**src/hw/wdt_pkg.sv**
```systemverilog
// constants, register map and types for the watchdog and reset-cause block
package wdt_pkg;
    localparam int ADDR_W = 8;
    localparam int DATA_W = 32;
    localparam int CNT_W = 20;
    localparam int ASYNC_W = 5;

    // register indices; the byte address is four times the index
    localparam logic [7:0] CTRL_INDEX = 8'h21;
    localparam logic [7:0] CAUSE_INDEX = 8'h20;
    localparam logic [ADDR_W-1:0] CTRL_ADDR = {CTRL_INDEX[5:0], 2'h0};
    localparam logic [ADDR_W-1:0] CAUSE_ADDR = {CAUSE_INDEX[5:0], 2'h0};

    // watchdog_control fields
    localparam int IRQ_FLAG_BIT = 7;
    localparam int IRQ_EN_BIT = 6;
    localparam int SEL_HI_BIT = 5;
    localparam int UNLOCK_BIT = 4;
    localparam int ENABLE_BIT = 3;
    localparam int SEL_LO_MSB = 2;

    // reset_cause_status fields
    localparam int DOG_CAUSE_BIT = 3;
    localparam int BOR_CAUSE_BIT = 2;
    localparam int PIN_CAUSE_BIT = 1;
    localparam int POR_CAUSE_BIT = 0;
    localparam logic [3:0] CAUSE_AFTER_POR = 4'h1;

    // async input vector positions
    localparam int AS_OSC = 4;
    localparam int AS_FUSE = 3;
    localparam int AS_POR = 2;
    localparam int AS_BOR = 1;
    localparam int AS_PIN = 0;

    // change window and time-out scaling
    localparam logic [2:0] UNLOCK_CYCLES = 3'h4;
    localparam logic [4:0] BASE_SHIFT = 5'h0B;
    localparam logic [3:0] SEL_MAX = 4'h9;
    localparam int OSC_FREQ_HZ = 128000;
    localparam int CLK_FREQ_HZ = 50000000;

    localparam logic [1:0] RESP_OKAY = 2'h0;
    localparam logic [1:0] RESP_SLVERR = 2'h2;

    typedef enum logic [1:0] {
        MODE_STOPPED,
        MODE_IRQ,
        MODE_RESET,
        MODE_IRQ_THEN_RESET
    } mode_t;
endpackage

```
**src/hw/watchdog_and_reset_flags.sv**
```systemverilog
// watchdog timer control, time-out counter and reset-cause flags behind an AXI4-Lite slave
//
// Contract
// - reset_cause_status bits 7:4 always read as zero.
// - dog_reset_cause_flag set on watchdog reset; cleared by power-on or writing zero.
// - brownout_cause_flag set on brown-out; cleared by power-on or writing zero.
// - pin_reset_cause_flag set on external reset; cleared by power-on or writing zero.
// - power_on_cause_flag set on power-on; cleared only by writing zero.
// - timeout_select msb sits at bit 5, low three bits at 2:0.
// - timeout_irq_flag set on time-out in interrupt mode; cleared by vector or write one.
// - interrupt requested only with global enable set and timeout_irq_enable set or auto-cleared by the time-out.
// - enable/irq-enable pick stopped, interrupt, reset, or interrupt-then-reset action on time-out.
// - with both enables set, time-out clears timeout_irq_enable.
// - change_unlock clears itself four clock cycles after being written one.
// - writing dog_enable zero is ignored unless change_unlock is one.
// - timeout_select writes rejected unless change_unlock is set.
// - safety level 2 never lets the watchdog be disabled.
// - safety level 1 forces dog_enable while dog_reset_cause_flag is set.
// - codes 0 to 9 give 2048 up to 1048576 oscillator cycles, doubling.
// - reserved codes 10 and above fall back to a valid lower setting.
// - counter runs on 128 kHz oscillator; cleared by kick, disable and reset.
// - time-out reset is a one clock cycle pulse.
// - safety_level_fuse picks level; level 2 always enabled, reads enable one.
`timescale 1ns/100ps
module watchdog_and_reset_flags (
    input wire logic aclk,
    input wire logic aresetn,
    input wire logic [wdt_pkg::ADDR_W-1:0] s_axi_awaddr,
    input wire logic s_axi_awvalid,
    output logic s_axi_awready,
    input wire logic [wdt_pkg::DATA_W-1:0] s_axi_wdata,
    input wire logic [3:0] s_axi_wstrb,
    input wire logic s_axi_wvalid,
    output logic s_axi_wready,
    output logic [1:0] s_axi_bresp,
    output logic s_axi_bvalid,
    input wire logic s_axi_bready,
    input wire logic [wdt_pkg::ADDR_W-1:0] s_axi_araddr,
    input wire logic s_axi_arvalid,
    output logic s_axi_arready,
    output logic [wdt_pkg::DATA_W-1:0] s_axi_rdata,
    output logic [1:0] s_axi_rresp,
    output logic s_axi_rvalid,
    input wire logic s_axi_rready,
    input wire logic osc_128k,
    input wire logic safety_level_fuse,
    input wire logic power_on_event,
    input wire logic brownout_event,
    input wire logic pin_reset_event,
    input wire logic global_irq_enable,
    input wire logic irq_vector_taken,
    input wire logic dog_kick,
    output logic timeout_irq,
    output logic dog_reset
);
    import wdt_pkg::*;

    logic [ASYNC_W-1:0] async_s1_q;
    logic [ASYNC_W-1:0] async_s2_q;
    logic osc_s3_q;
    logic osc_tick;
    logic fuse_s;
    logic por_s;
    logic bor_s;
    logic pin_s;

    logic awready_q;
    logic wready_q;
    logic bvalid_q;
    logic [1:0] bresp_q;
    logic arready_q;
    logic rvalid_q;
    logic [1:0] rresp_q;
    logic [DATA_W-1:0] rdata_q;
    logic [ADDR_W-1:0] awaddr_q;
    logic [7:0] wdata_q;
    logic wstrb0_q;
    logic do_write;
    logic aw_mapped;
    logic we_ctrl;
    logic we_cause;
    logic rd_take;

    logic irq_flag_q;
    logic irq_en_q;
    logic [3:0] sel_q;
    logic [3:0] sel_eff;
    logic unlock_q;
    logic [2:0] unlock_cnt_q;
    logic enable_q;
    logic enable_eff;
    logic [3:0] cause_q;
    logic [CNT_W-1:0] cnt_q;
    logic [CNT_W-1:0] cnt_last;
    logic running;
    logic timeout;
    mode_t mode;
    logic timeout_irq_q;
    logic irq_held_q;
    logic dog_reset_q;
    logic [7:0] ctrl_rd;

    // two-flop synchronisers for the oscillator, fuse and reset-source levels
    always_ff @(posedge aclk) begin
        async_s1_q <= {osc_128k, safety_level_fuse, power_on_event, brownout_event, pin_reset_event};
        async_s2_q <= async_s1_q;
    end

    always_ff @(posedge aclk) begin
        osc_s3_q <= async_s2_q[AS_OSC];
    end

    assign osc_tick = async_s2_q[AS_OSC] & ~osc_s3_q;
    assign fuse_s = async_s2_q[AS_FUSE];
    assign por_s = async_s2_q[AS_POR];
    assign bor_s = async_s2_q[AS_BOR];
    assign pin_s = async_s2_q[AS_PIN];

    // write channel: address and data are held independently, response follows both
    assign do_write = ~awready_q & ~wready_q & ~bvalid_q;
    assign aw_mapped = (awaddr_q == CTRL_ADDR) || (awaddr_q == CAUSE_ADDR);
    assign we_ctrl = do_write & wstrb0_q & (awaddr_q == CTRL_ADDR);
    assign we_cause = do_write & wstrb0_q & (awaddr_q == CAUSE_ADDR);

    always_ff @(posedge aclk) begin
        if (!aresetn) begin
            awready_q <= 1'b1;
            awaddr_q <= '0;
        end else if (s_axi_awvalid && awready_q) begin
            awready_q <= 1'b0;
            awaddr_q <= s_axi_awaddr;
        end else if (do_write) begin
            awready_q <= 1'b1;
        end
    end

    always_ff @(posedge aclk) begin
        if (!aresetn) begin
            wready_q <= 1'b1;
            wdata_q <= 8'h00;
            wstrb0_q <= 1'b0;
        end else if (s_axi_wvalid && wready_q) begin
            wready_q <= 1'b0;
            wdata_q <= s_axi_wdata[7:0];
            wstrb0_q <= s_axi_wstrb[0];
        end else if (do_write) begin
            wready_q <= 1'b1;
        end
    end

    always_ff @(posedge aclk) begin
        if (!aresetn) begin
            bvalid_q <= 1'b0;
            bresp_q <= RESP_OKAY;
        end else if (do_write) begin
            bvalid_q <= 1'b1;
            bresp_q <= aw_mapped ? RESP_OKAY : RESP_SLVERR;
        end else if (s_axi_bready) begin
            bvalid_q <= 1'b0;
        end
    end

    // read channel
    assign rd_take = s_axi_arvalid & arready_q;
    assign ctrl_rd = {irq_flag_q, irq_en_q, sel_q[3], unlock_q, enable_eff, sel_q[2:0]};

    always_ff @(posedge aclk) begin
        if (!aresetn) begin
            arready_q <= 1'b1;
            rvalid_q <= 1'b0;
            rresp_q <= RESP_OKAY;
            rdata_q <= '0;
        end else if (rd_take) begin
            arready_q <= 1'b0;
            rvalid_q <= 1'b1;
            if (s_axi_araddr == CTRL_ADDR) begin
                rresp_q <= RESP_OKAY;
                rdata_q <= {24'h000000, ctrl_rd};
            end else if (s_axi_araddr == CAUSE_ADDR) begin
                rresp_q <= RESP_OKAY;
                rdata_q <= {28'h0000000, cause_q};
            end else begin
                rresp_q <= RESP_SLVERR;
                rdata_q <= '0;
            end
        end else if (rvalid_q && s_axi_rready) begin
            rvalid_q <= 1'b0;
            arready_q <= 1'b1;
        end
    end

    // reset-cause flags survive device resets; only a power-on event wipes them
    always_ff @(posedge aclk) begin
        if (por_s) begin
            cause_q <= CAUSE_AFTER_POR;
        end else begin
            cause_q[DOG_CAUSE_BIT] <= dog_reset_q | (cause_q[DOG_CAUSE_BIT] &
                ~(we_cause & ~wdata_q[DOG_CAUSE_BIT]));
            cause_q[BOR_CAUSE_BIT] <= bor_s | (cause_q[BOR_CAUSE_BIT] &
                ~(we_cause & ~wdata_q[BOR_CAUSE_BIT]));
            cause_q[PIN_CAUSE_BIT] <= pin_s | (cause_q[PIN_CAUSE_BIT] &
                ~(we_cause & ~wdata_q[PIN_CAUSE_BIT]));
            cause_q[POR_CAUSE_BIT] <= cause_q[POR_CAUSE_BIT] &
                ~(we_cause & ~wdata_q[POR_CAUSE_BIT]);
        end
    end

    // change window
    always_ff @(posedge aclk) begin
        if (!aresetn) begin
            unlock_q <= 1'b0;
            unlock_cnt_q <= 3'h0;
        end else if (we_ctrl && wdata_q[UNLOCK_BIT]) begin
            unlock_q <= 1'b1;
            unlock_cnt_q <= UNLOCK_CYCLES - 3'h1;
        end else if (unlock_q) begin
            if (unlock_cnt_q == 3'h0) begin
                unlock_q <= 1'b0;
            end else begin
                unlock_cnt_q <= unlock_cnt_q - 3'h1;
            end
        end
    end

    // enable: set freely, cleared only inside the window, level 1 with no dog flag
    always_ff @(posedge aclk) begin
        if (!aresetn) begin
            enable_q <= 1'b0;
        end else if (cause_q[DOG_CAUSE_BIT] || (we_ctrl && wdata_q[ENABLE_BIT])) begin
            enable_q <= 1'b1;
        end else if (we_ctrl && unlock_q && !fuse_s) begin
            enable_q <= 1'b0;
        end
    end

    assign enable_eff = enable_q | fuse_s;

    always_ff @(posedge aclk) begin
        if (!aresetn) begin
            sel_q <= 4'h0;
        end else if (we_ctrl && unlock_q) begin
            sel_q <= {wdata_q[SEL_HI_BIT], wdata_q[SEL_LO_MSB:0]};
        end
    end

    assign sel_eff = (sel_q > SEL_MAX) ? SEL_MAX : sel_q;

    // time-out counter on oscillator ticks
    always_comb begin
        unique case ({enable_eff, irq_en_q})
            2'b00: mode = MODE_STOPPED;
            2'b01: mode = MODE_IRQ;
            2'b10: mode = MODE_RESET;
            2'b11: mode = MODE_IRQ_THEN_RESET;
        endcase
    end

    assign running = (mode != MODE_STOPPED);
    assign cnt_last = (CNT_W'(1) << (BASE_SHIFT + {1'b0, sel_eff})) - CNT_W'(1);
    assign timeout = running & osc_tick & ~dog_kick & (cnt_q == cnt_last);

    always_ff @(posedge aclk) begin
        if (!aresetn || !running || dog_kick) begin
            cnt_q <= '0;
        end else if (osc_tick) begin
            cnt_q <= (cnt_q == cnt_last) ? '0 : cnt_q + CNT_W'(1);
        end
    end

    always_ff @(posedge aclk) begin
        if (!aresetn) begin
            irq_en_q <= 1'b0;
        end else if (we_ctrl) begin
            irq_en_q <= wdata_q[IRQ_EN_BIT];
        end else if (timeout && mode == MODE_IRQ_THEN_RESET) begin
            irq_en_q <= 1'b0;
        end
    end

    always_ff @(posedge aclk) begin
        if (!aresetn) begin
            irq_flag_q <= 1'b0;
        end else if (timeout && irq_en_q) begin
            irq_flag_q <= 1'b1;
        end else if (irq_vector_taken || (we_ctrl && wdata_q[IRQ_FLAG_BIT])) begin
            irq_flag_q <= 1'b0;
        end
    end

    // keeps the request alive after the time-out has auto-cleared irq enable
    always_ff @(posedge aclk) begin
        if (!aresetn) begin
            irq_held_q <= 1'b0;
        end else if (timeout && mode == MODE_IRQ_THEN_RESET) begin
            irq_held_q <= 1'b1;
        end else if (!irq_flag_q || we_ctrl) begin
            irq_held_q <= 1'b0;
        end
    end

    always_ff @(posedge aclk) begin
        if (!aresetn) begin
            timeout_irq_q <= 1'b0;
            dog_reset_q <= 1'b0;
        end else begin
            timeout_irq_q <= irq_flag_q & (irq_en_q | irq_held_q) & global_irq_enable;
            dog_reset_q <= timeout & (mode == MODE_RESET);
        end
    end

    assign s_axi_awready = awready_q;
    assign s_axi_wready = wready_q;
    assign s_axi_bvalid = bvalid_q;
    assign s_axi_bresp = bresp_q;
    assign s_axi_arready = arready_q;
    assign s_axi_rvalid = rvalid_q;
    assign s_axi_rresp = rresp_q;
    assign s_axi_rdata = rdata_q;
    assign timeout_irq = timeout_irq_q;
    assign dog_reset = dog_reset_q;
endmodule // watchdog_and_reset_flags

```
**config.mk**
```make
export PLATFORM = sky130hd
export DESIGN_NAME = watchdog_and_reset_flags
export DESIGN_NICKNAME = d
export VERILOG_FILES = /design/src/hw/wdt_pkg.sv /design/src/hw/watchdog_and_reset_flags.sv
export SDC_FILE = /design/constraint.sdc
export NUM_CORES = 1
export LEC_CHECK = 0
export BUFFER_PORTS_ARGS = -buffer_cell sky130_fd_sc_hd__buf_2
export CAP_MARGIN = 20
export CORE_ASPECT_RATIO = 0.75
export CORE_MARGIN = 2
export CORE_UTILIZATION = 56
export CTS_CLUSTER_SIZE = 40
export DETAILED_ROUTE_END_ITERATION = 10
export GPL_TIMING_DRIVEN = 1
export PLACE_DENSITY = 0.85
export SLEW_MARGIN = 20
export SYNTH_ARGS = -nofsm -noshare
export SYNTH_HDL_FRONTEND = slang
export SYNTH_SLANG_ARGS = --single-unit
```
**constraint.sdc**
```tcl
create_clock -name aclk -period 4.7 [get_ports aclk]
set_input_delay 0.94 -clock aclk [delete_from_list [all_inputs] [get_ports aclk]]
set_output_delay 0.94 -clock aclk [all_outputs]
set_load 0.02 [all_outputs]
```
==> metrics.txt, run 1 <==
core area between 6000 and 7000 um2; Clock Sink Count ~80; slew margin rel. 0.324; Clock Tree Buf Depth 2; port buffer count 56; Worst EP required about 5000 ps; DRT Pass-1 Iters 4; simple-gate share of the synthesized area 0.256; Hold Crit Class reg -> reg; switch share 0.248; initial antenna violation count 0; setup violators final 0; Placed Area slightly below 4000 um2; setup bufs post-CTS 0; Yosys top cell area share 0.430; RSZ-0062 raised after global routing no; post-synthesis cell count between 400 and 500; Post-synth ARST share 0; post-synthesis compound-gate area fraction 0.132; vias per cell about 5.6; Yosys top cell by area dfxtp_1; worst-skew pair later-pin latency between 300 and 400 ps; WS Path Type reg -> reg; Cell Area, Synth 3770 um2; commonest non-fill, non-tap cells in the layout 81 x dfxtp_1, 56 x buf_2, 42 x nand2_1; GR Overflow Total 0; number of flops mapped to enable cells by yosys 0; P&R area growth vs syn 9.89%; Post-Synth Adder-Cell Area 0.0163; largest net degree at the start of global routing 48; worst reg-to-reg path cell count 6; All-Layer GR Usage 0.226; routability cong. roughly 0.83; fraction of layout instances using a drive strength above 1 0.201; setup TNS 0 ps; Root Buffer clkbuf_8; commonest non-fill, non-tap cell in the layout dfxtp_1; worst-margin pin slew slightly above 1000 ps; final WL between 8000 and 9000 um; CTS tree yes; Routed Antenna Nets 0; Remaining DRCs 0; CP Data Arrival Time between 3000 and 4000 ps; post-synthesis sequential area ratio 0.430; Yosys cell types 57; vias in the first global route approximately 2900; CP Capture Type flop; fin cells approximately 550; clock network fraction of design power 0.374; Ys Warns 0; # diodes 0; P_leak between 0.0015 and 0.002 uW; Design Area, Final 4140 um2; FMAX 0.357 GHz; Comb power frac 0.073; FP Rows 25; floorplan die height 75.1 um; Clk pin slew, worst setup/hold paths ~80 ps; Worst Path Max Fanout 19; die width just under 100 um; pins over their slew limit 0; status finished, final reports clean; Clock Skews a little over 8 ps; net switching power of the design around 320 uW; multiplexer share of the synthesized area 0.0146; Starting Density 0.588; Tmin final 2800 ps; PwrDens between 300 and 400 nW/um2; Seq pwr share 0.552; synth top area cells dfxtp_1 43%, a21boi_0 5.4%, buf_4 5.4%, nand2_1 4.2%, nand3_1 4.1%; first-pass GRT wire length ~13000 um; xor and xnor area share after synthesis 0.0581; DR vias slightly above 3000; 1st-iter DRT viols roughly 210; H-tree depth 3; placed insts ~530; final hold violation count 0; Pint just under 1000 uW; Die ar. between 7000 and 8000 um2; worst vdd ir 0.242 mV; Top FF cell, synth dfxtp_1; Critical Path Source Type flop; final period utilization 0.597; Wirelength per Cell 14.7 um; largest family of logic cells by synthesized area simple AND/OR/NAND/NOR gates; Max Cap Viol 0; post_cts resized 0; Avg Cell Area, Syn approximately 9.0 um2; Detail Placement HPWL 5820 um; register bit total from synthesis 81; CTS buffer count 9; CTS hold repair buffers 0; IO Pins 110; WHS Path Cells 0; Nets between 500 and 600
==> path summary, 6_finish.rpt <==
check / slack (ps) / startpoint / to
worst max-delay path: 1900 / sel_q[3]$_SDFFE_PN0P_ / dog_reset$_SDFF_PN0_
worst min-delay path: 330 / async_s1_q[1]$_DFF_P_ / async_s2_q[1]$_DFF_P_
worst max register to register: 1900 / sel_q[3]$_SDFFE_PN0P_ / dog_reset$_SDFF_PN0_
worst min register to register: 330 / async_s1_q[1]$_DFF_P_ / async_s2_q[1]$_DFF_P_
==> critical path: stages (launching register included) <==
cell     delay, ps
dfxtp_1        650
inv_1          170
maj3_2         330
o21ai_0        190
nand3_1        250
nor3_4         880
and3_1         270
==> registers in the layout (all words and copies together), names as in the netlist, 3 cells and up <==
| register | count |
|---|---|
| async_s1_q | 5 |
| awaddr_q | 8 |
| wdata_q | 8 |
| sel_q | 4 |
| s_axi_rdata | 8 |
| async_s2_q | 5 |
| cause_q | 4 |
| unlock_cnt_q | 3 |
| cnt_q | 20 |
==> through the flow <==
step / power, uW / hold slack [ps] / util / worst slack (ps)
2_1_floorplan: 816 / 310 / - / 2760
3_3_place_gp: 828 / 311 / 0.617 / 2180
3_5_place_dp: 832 / 317 / 0.617 / 2040
4_1_cts: 1310 / 336 / 0.646 / 1950
5_1_grt: 1350 / 344 / 0.646 / 1790
6_report: 1310 / 333 / 0.646 / 1900
==> power groups by stage <==
stage,registers [uW],logic [uW],clock network (uW)
global route,724,105,525
finish,721,95.8,489
floorplan,736,80.0,0
CTS,721,94.9,493
detailed placement,737,94.6,0
global placement,736,92.3,0
==> metal layers <==
metal	global-route usage	vias up	wire (um)
met5	0	-	0
met4	0.0913	0	143
met3	0.0706	15	505
met2	0.382	111	3840
met1	0.275	1455	3580
li1	-	1491	-
==> logic make-up (layout without fill, tap and decap cells) <==
logic type      after synthesis  after routing
simple gates                170            170
flops                        81             81
compound gates               72             72
buf+inv                      58             82
xor+xnor                     25             25
fa+ha+maj                     5              5
mux                           5              5
other cells                   2             28
==> layout make-up <==
cell class | instances | area [um2]
inverter | 10 | 37.5
sequential | 81 | 1620
fill | 522 | 2270
timing repair buffer | 57 | 288
clock inverter | 5 | 57.6
tap | 81 | 101
multi-input combinational | 305 | 1910
clock buffer | 10 | 128
==> synth_stat cells, drive strengths merged, types with 12 or more instances <==
master  count
o21ai      12
xor2       12
nand2      42
clkbuf     16
nand3      31
buf        32
dfxtp      81
a21boi     27
xnor2      13
nor2       17
nor2b      13
nor3       26
(Power assumes the default switching activity.)
==> inputs of run 2 (changes only) <==
--- a/config.mk
+++ b/config.mk
@@ -9,11 +9,11 @@
 export CAP_MARGIN = 20
 export CORE_ASPECT_RATIO = 0.75
 export CORE_MARGIN = 2
-export CORE_UTILIZATION = 56
+export CORE_UTILIZATION = 52
 export CTS_CLUSTER_SIZE = 40
 export DETAILED_ROUTE_END_ITERATION = 10
 export GPL_TIMING_DRIVEN = 1
-export PLACE_DENSITY = 0.85
+export PLACE_DENSITY = 0.8
 export SLEW_MARGIN = 20
 export SYNTH_ARGS = -nofsm -noshare
 export SYNTH_HDL_FRONTEND = slang
==> constraint.sdc (replaced) <==
create_clock -name aclk -period 2.8 [get_ports aclk]
set_input_delay 0.56 -clock aclk [delete_from_list [all_inputs] [get_ports aclk]]
set_output_delay 0.56 -clock aclk [all_outputs]
set_load 0.02 [all_outputs]
==> run 2 against run 1 <==
  * Cell count rose by 3.8%
  * First-iteration DRC count shrank 27%
  * Critical path type unchanged
  * Setup slack worse by 1400 ps
  * Clock skew increased by 2.0 ps
  * Sequential power grew 68%
  * Core utilization is 3.5 points lower
  * Non-clock buffer count up 3
  * Power rose by 81%
  * Hold slack got worse by 47 ps
  * Combinational power is 74% higher
==> metrics.txt, run 2 (same netlist as run 1, synthesis figures left out) <==
status finished, final reports clean (unchanged); Routed Antenna Nets 0 (unchanged); Clock Skews 10.1 ps (was 8.15 ps); H-tree depth 3 (unchanged); GR Overflow Total 0 (unchanged); commonest non-fill, non-tap cell in the layout dfxtp_1 (unchanged); FP Rows 26 (was 25); 1st-iter DRT viols 152 (was 207); Nets 538 (was 535); Hold Crit Class in -> reg (was reg -> reg); DR vias 3038 (was 3072); Wirelength per Cell 13.7 um (was 14.7 um); PwrDens 559 nW/um2 (was 315 nW/um2); vias in the first global route 2828 (was 2901); Critical Path Source Type flop (unchanged); Worst EP required 3040 ps (was 4990 ps); final hold violation count 0 (unchanged); RSZ-0062 raised after global routing no (unchanged); Remaining DRCs 0 (unchanged); worst-margin pin slew 526 ps (was 1010 ps); fraction of layout instances using a drive strength above 1 0.210 (was 0.201); # diodes 0 (unchanged); max reg flops 20 (unchanged); post_cts resized 0 (unchanged); floorplan die height 77.8 um (was 75.1 um); commonest non-fill, non-tap cells in the layout 81 x dfxtp_1, 56 x buf_2, 42 x nand2_1 (unchanged); vias per cell 5.33 (was 5.60); die width 102 um (was 98.8 um); setup TNS 0 ps (unchanged); Core Util, Final 0.611 (was 0.646); fin cells 570 (was 549); Critical Path Slowest Stage Cell dfxtp_1 (was nor3_4); DRT Pass-1 Iters 4 (unchanged); worst vdd ir 0.353 mV (was 0.242 mV); All-Layer GR Usage 0.208 (was 0.226); Fillers 578 (was 522); port buffer count 56 (unchanged); Tmin final 2290 ps (was 2800 ps); FMAX 0.437 GHz (was 0.357 GHz); Worst Path Max Fanout 17 (was 19); CTS tree yes (unchanged); CTS hold repair buffers 0 (unchanged); Clock Tree Buf Depth 2 (unchanged); routability cong. 0.792 (was 0.833); largest register by flop count cnt_q (unchanged); Clock Sink Count 81 (unchanged); Root Buffer clkbuf_8 (unchanged); initial antenna violation count 0 (unchanged); placed insts 554 (was 534); Detail Placement HPWL 5620 um (was 5820 um); largest net degree at the start of global routing 47 (was 48); final period utilization 0.817 (was 0.597); WS Path Type reg -> reg (unchanged); final WL 7830 um (was 8070 um); core area 6930 um2 (was 6410 um2); overall power 2370 uW (was 1310 uW); worst-skew pair later-pin latency 370 ps (was 350 ps); setup bufs post-CTS 0 (unchanged); max incr delay on CP 640 ps (was 880 ps); dpl ws 579 ps (was 2040 ps); slew margin rel. 0.648 (was 0.324); Max Cap Viol 0 (unchanged); first-pass GRT wire length 12900 um (was 13200 um); CP Data Arrival Time 2530 ps (was 3100 ps); Clk pin slew, worst setup/hold paths 90 ps (was 80 ps); setup ws final 513 ps (was 1900 ps); P&R area growth vs syn 12.3% (was 9.89%); CP Cell Sequence inv_1 -> maj3_2 -> o21ai_0 -> nand3_1 -> nor3_4 -> buf_4 -> nor3_1 (was inv_1 -> maj3_2 -> o21ai_0 -> nand3_1 -> nor3_4 -> and3_1); pins over their slew limit 0 (unchanged); CTS buffer count 9 (unchanged); Die ar. 7960 um2 (was 7410 um2); P_leak 0.00168 uW (was 0.00164 uW); setup violators final 0 (unchanged); Starting Density 0.544 (was 0.588); CP Capture Type flop (unchanged); IO Pins 110 (unchanged)
-- run 2: area by class of cell --
cell class / count / area, um2 / area share
multi-input cells: 305 / 1910 / 0.451
flip-flops and latches: 81 / 1620 / 0.383
repair buffers: 60 / 310 / 0.0733
clock buffers: 9 / 124 / 0.0292
well taps: 98 / 123 / 0.0290
clock inverters: 7 / 109 / 0.0257
inverters: 10 / 37.5 / 0.00886
-- run 2: worst paths after layout --
check / start / end / slack [ps] / depth (start not counted)
worst min register to register: async_s1_q[4]$_DFF_P_ / async_s2_q[4]$_DFF_P_ / 330 / 0
worst max register to register: sel_q[3]$_SDFFE_PN0P_ / cnt_q[5]$_SDFFE_PP0P_ / 510 / 7
worst min-delay path: brownout_event / async_s1_q[1]$_DFF_P_ / 290 / 1
worst max-delay path: sel_q[3]$_SDFFE_PN0P_ / cnt_q[5]$_SDFFE_PP0P_ / 510 / 7
-- run 2: metal layers --
| layer | global-route usage | routed length [um] |
|---|---|---|
| met4 | 0.0693 | 91 |
| met3 | 0.0613 | 551 |
| met2 | 0.316 | 3540 |
| met1 | 0.282 | 3640 |
| met5 | 0 | 0 |
-- run 2: critical path, delay by kind of cell (launching register included) --
kind	cells	cell delay (ps)
fa+ha+maj	1	310
buf+inv	2	470
compound gates	1	140
simple gates	3	610
flops	1	640
-- run 2: power breakdown --
group | total (uW) | internal, uW | leakage [uW] | switching (uW)
combinational | 167 | 59.9 | 0.000898 | 107
clock | 996 | 524 | 0.000119 | 472
sequential | 1210 | 1180 | 0.000662 | 22.2
-- run 2: stage by stage --
step	hold slack (ps)	cell area [um2]
after CTS	273	4240
after global routing	263	4240
after global placement	311	4000
final	286	4240
after floorplan	310	3870
after detailed placement	318	4000
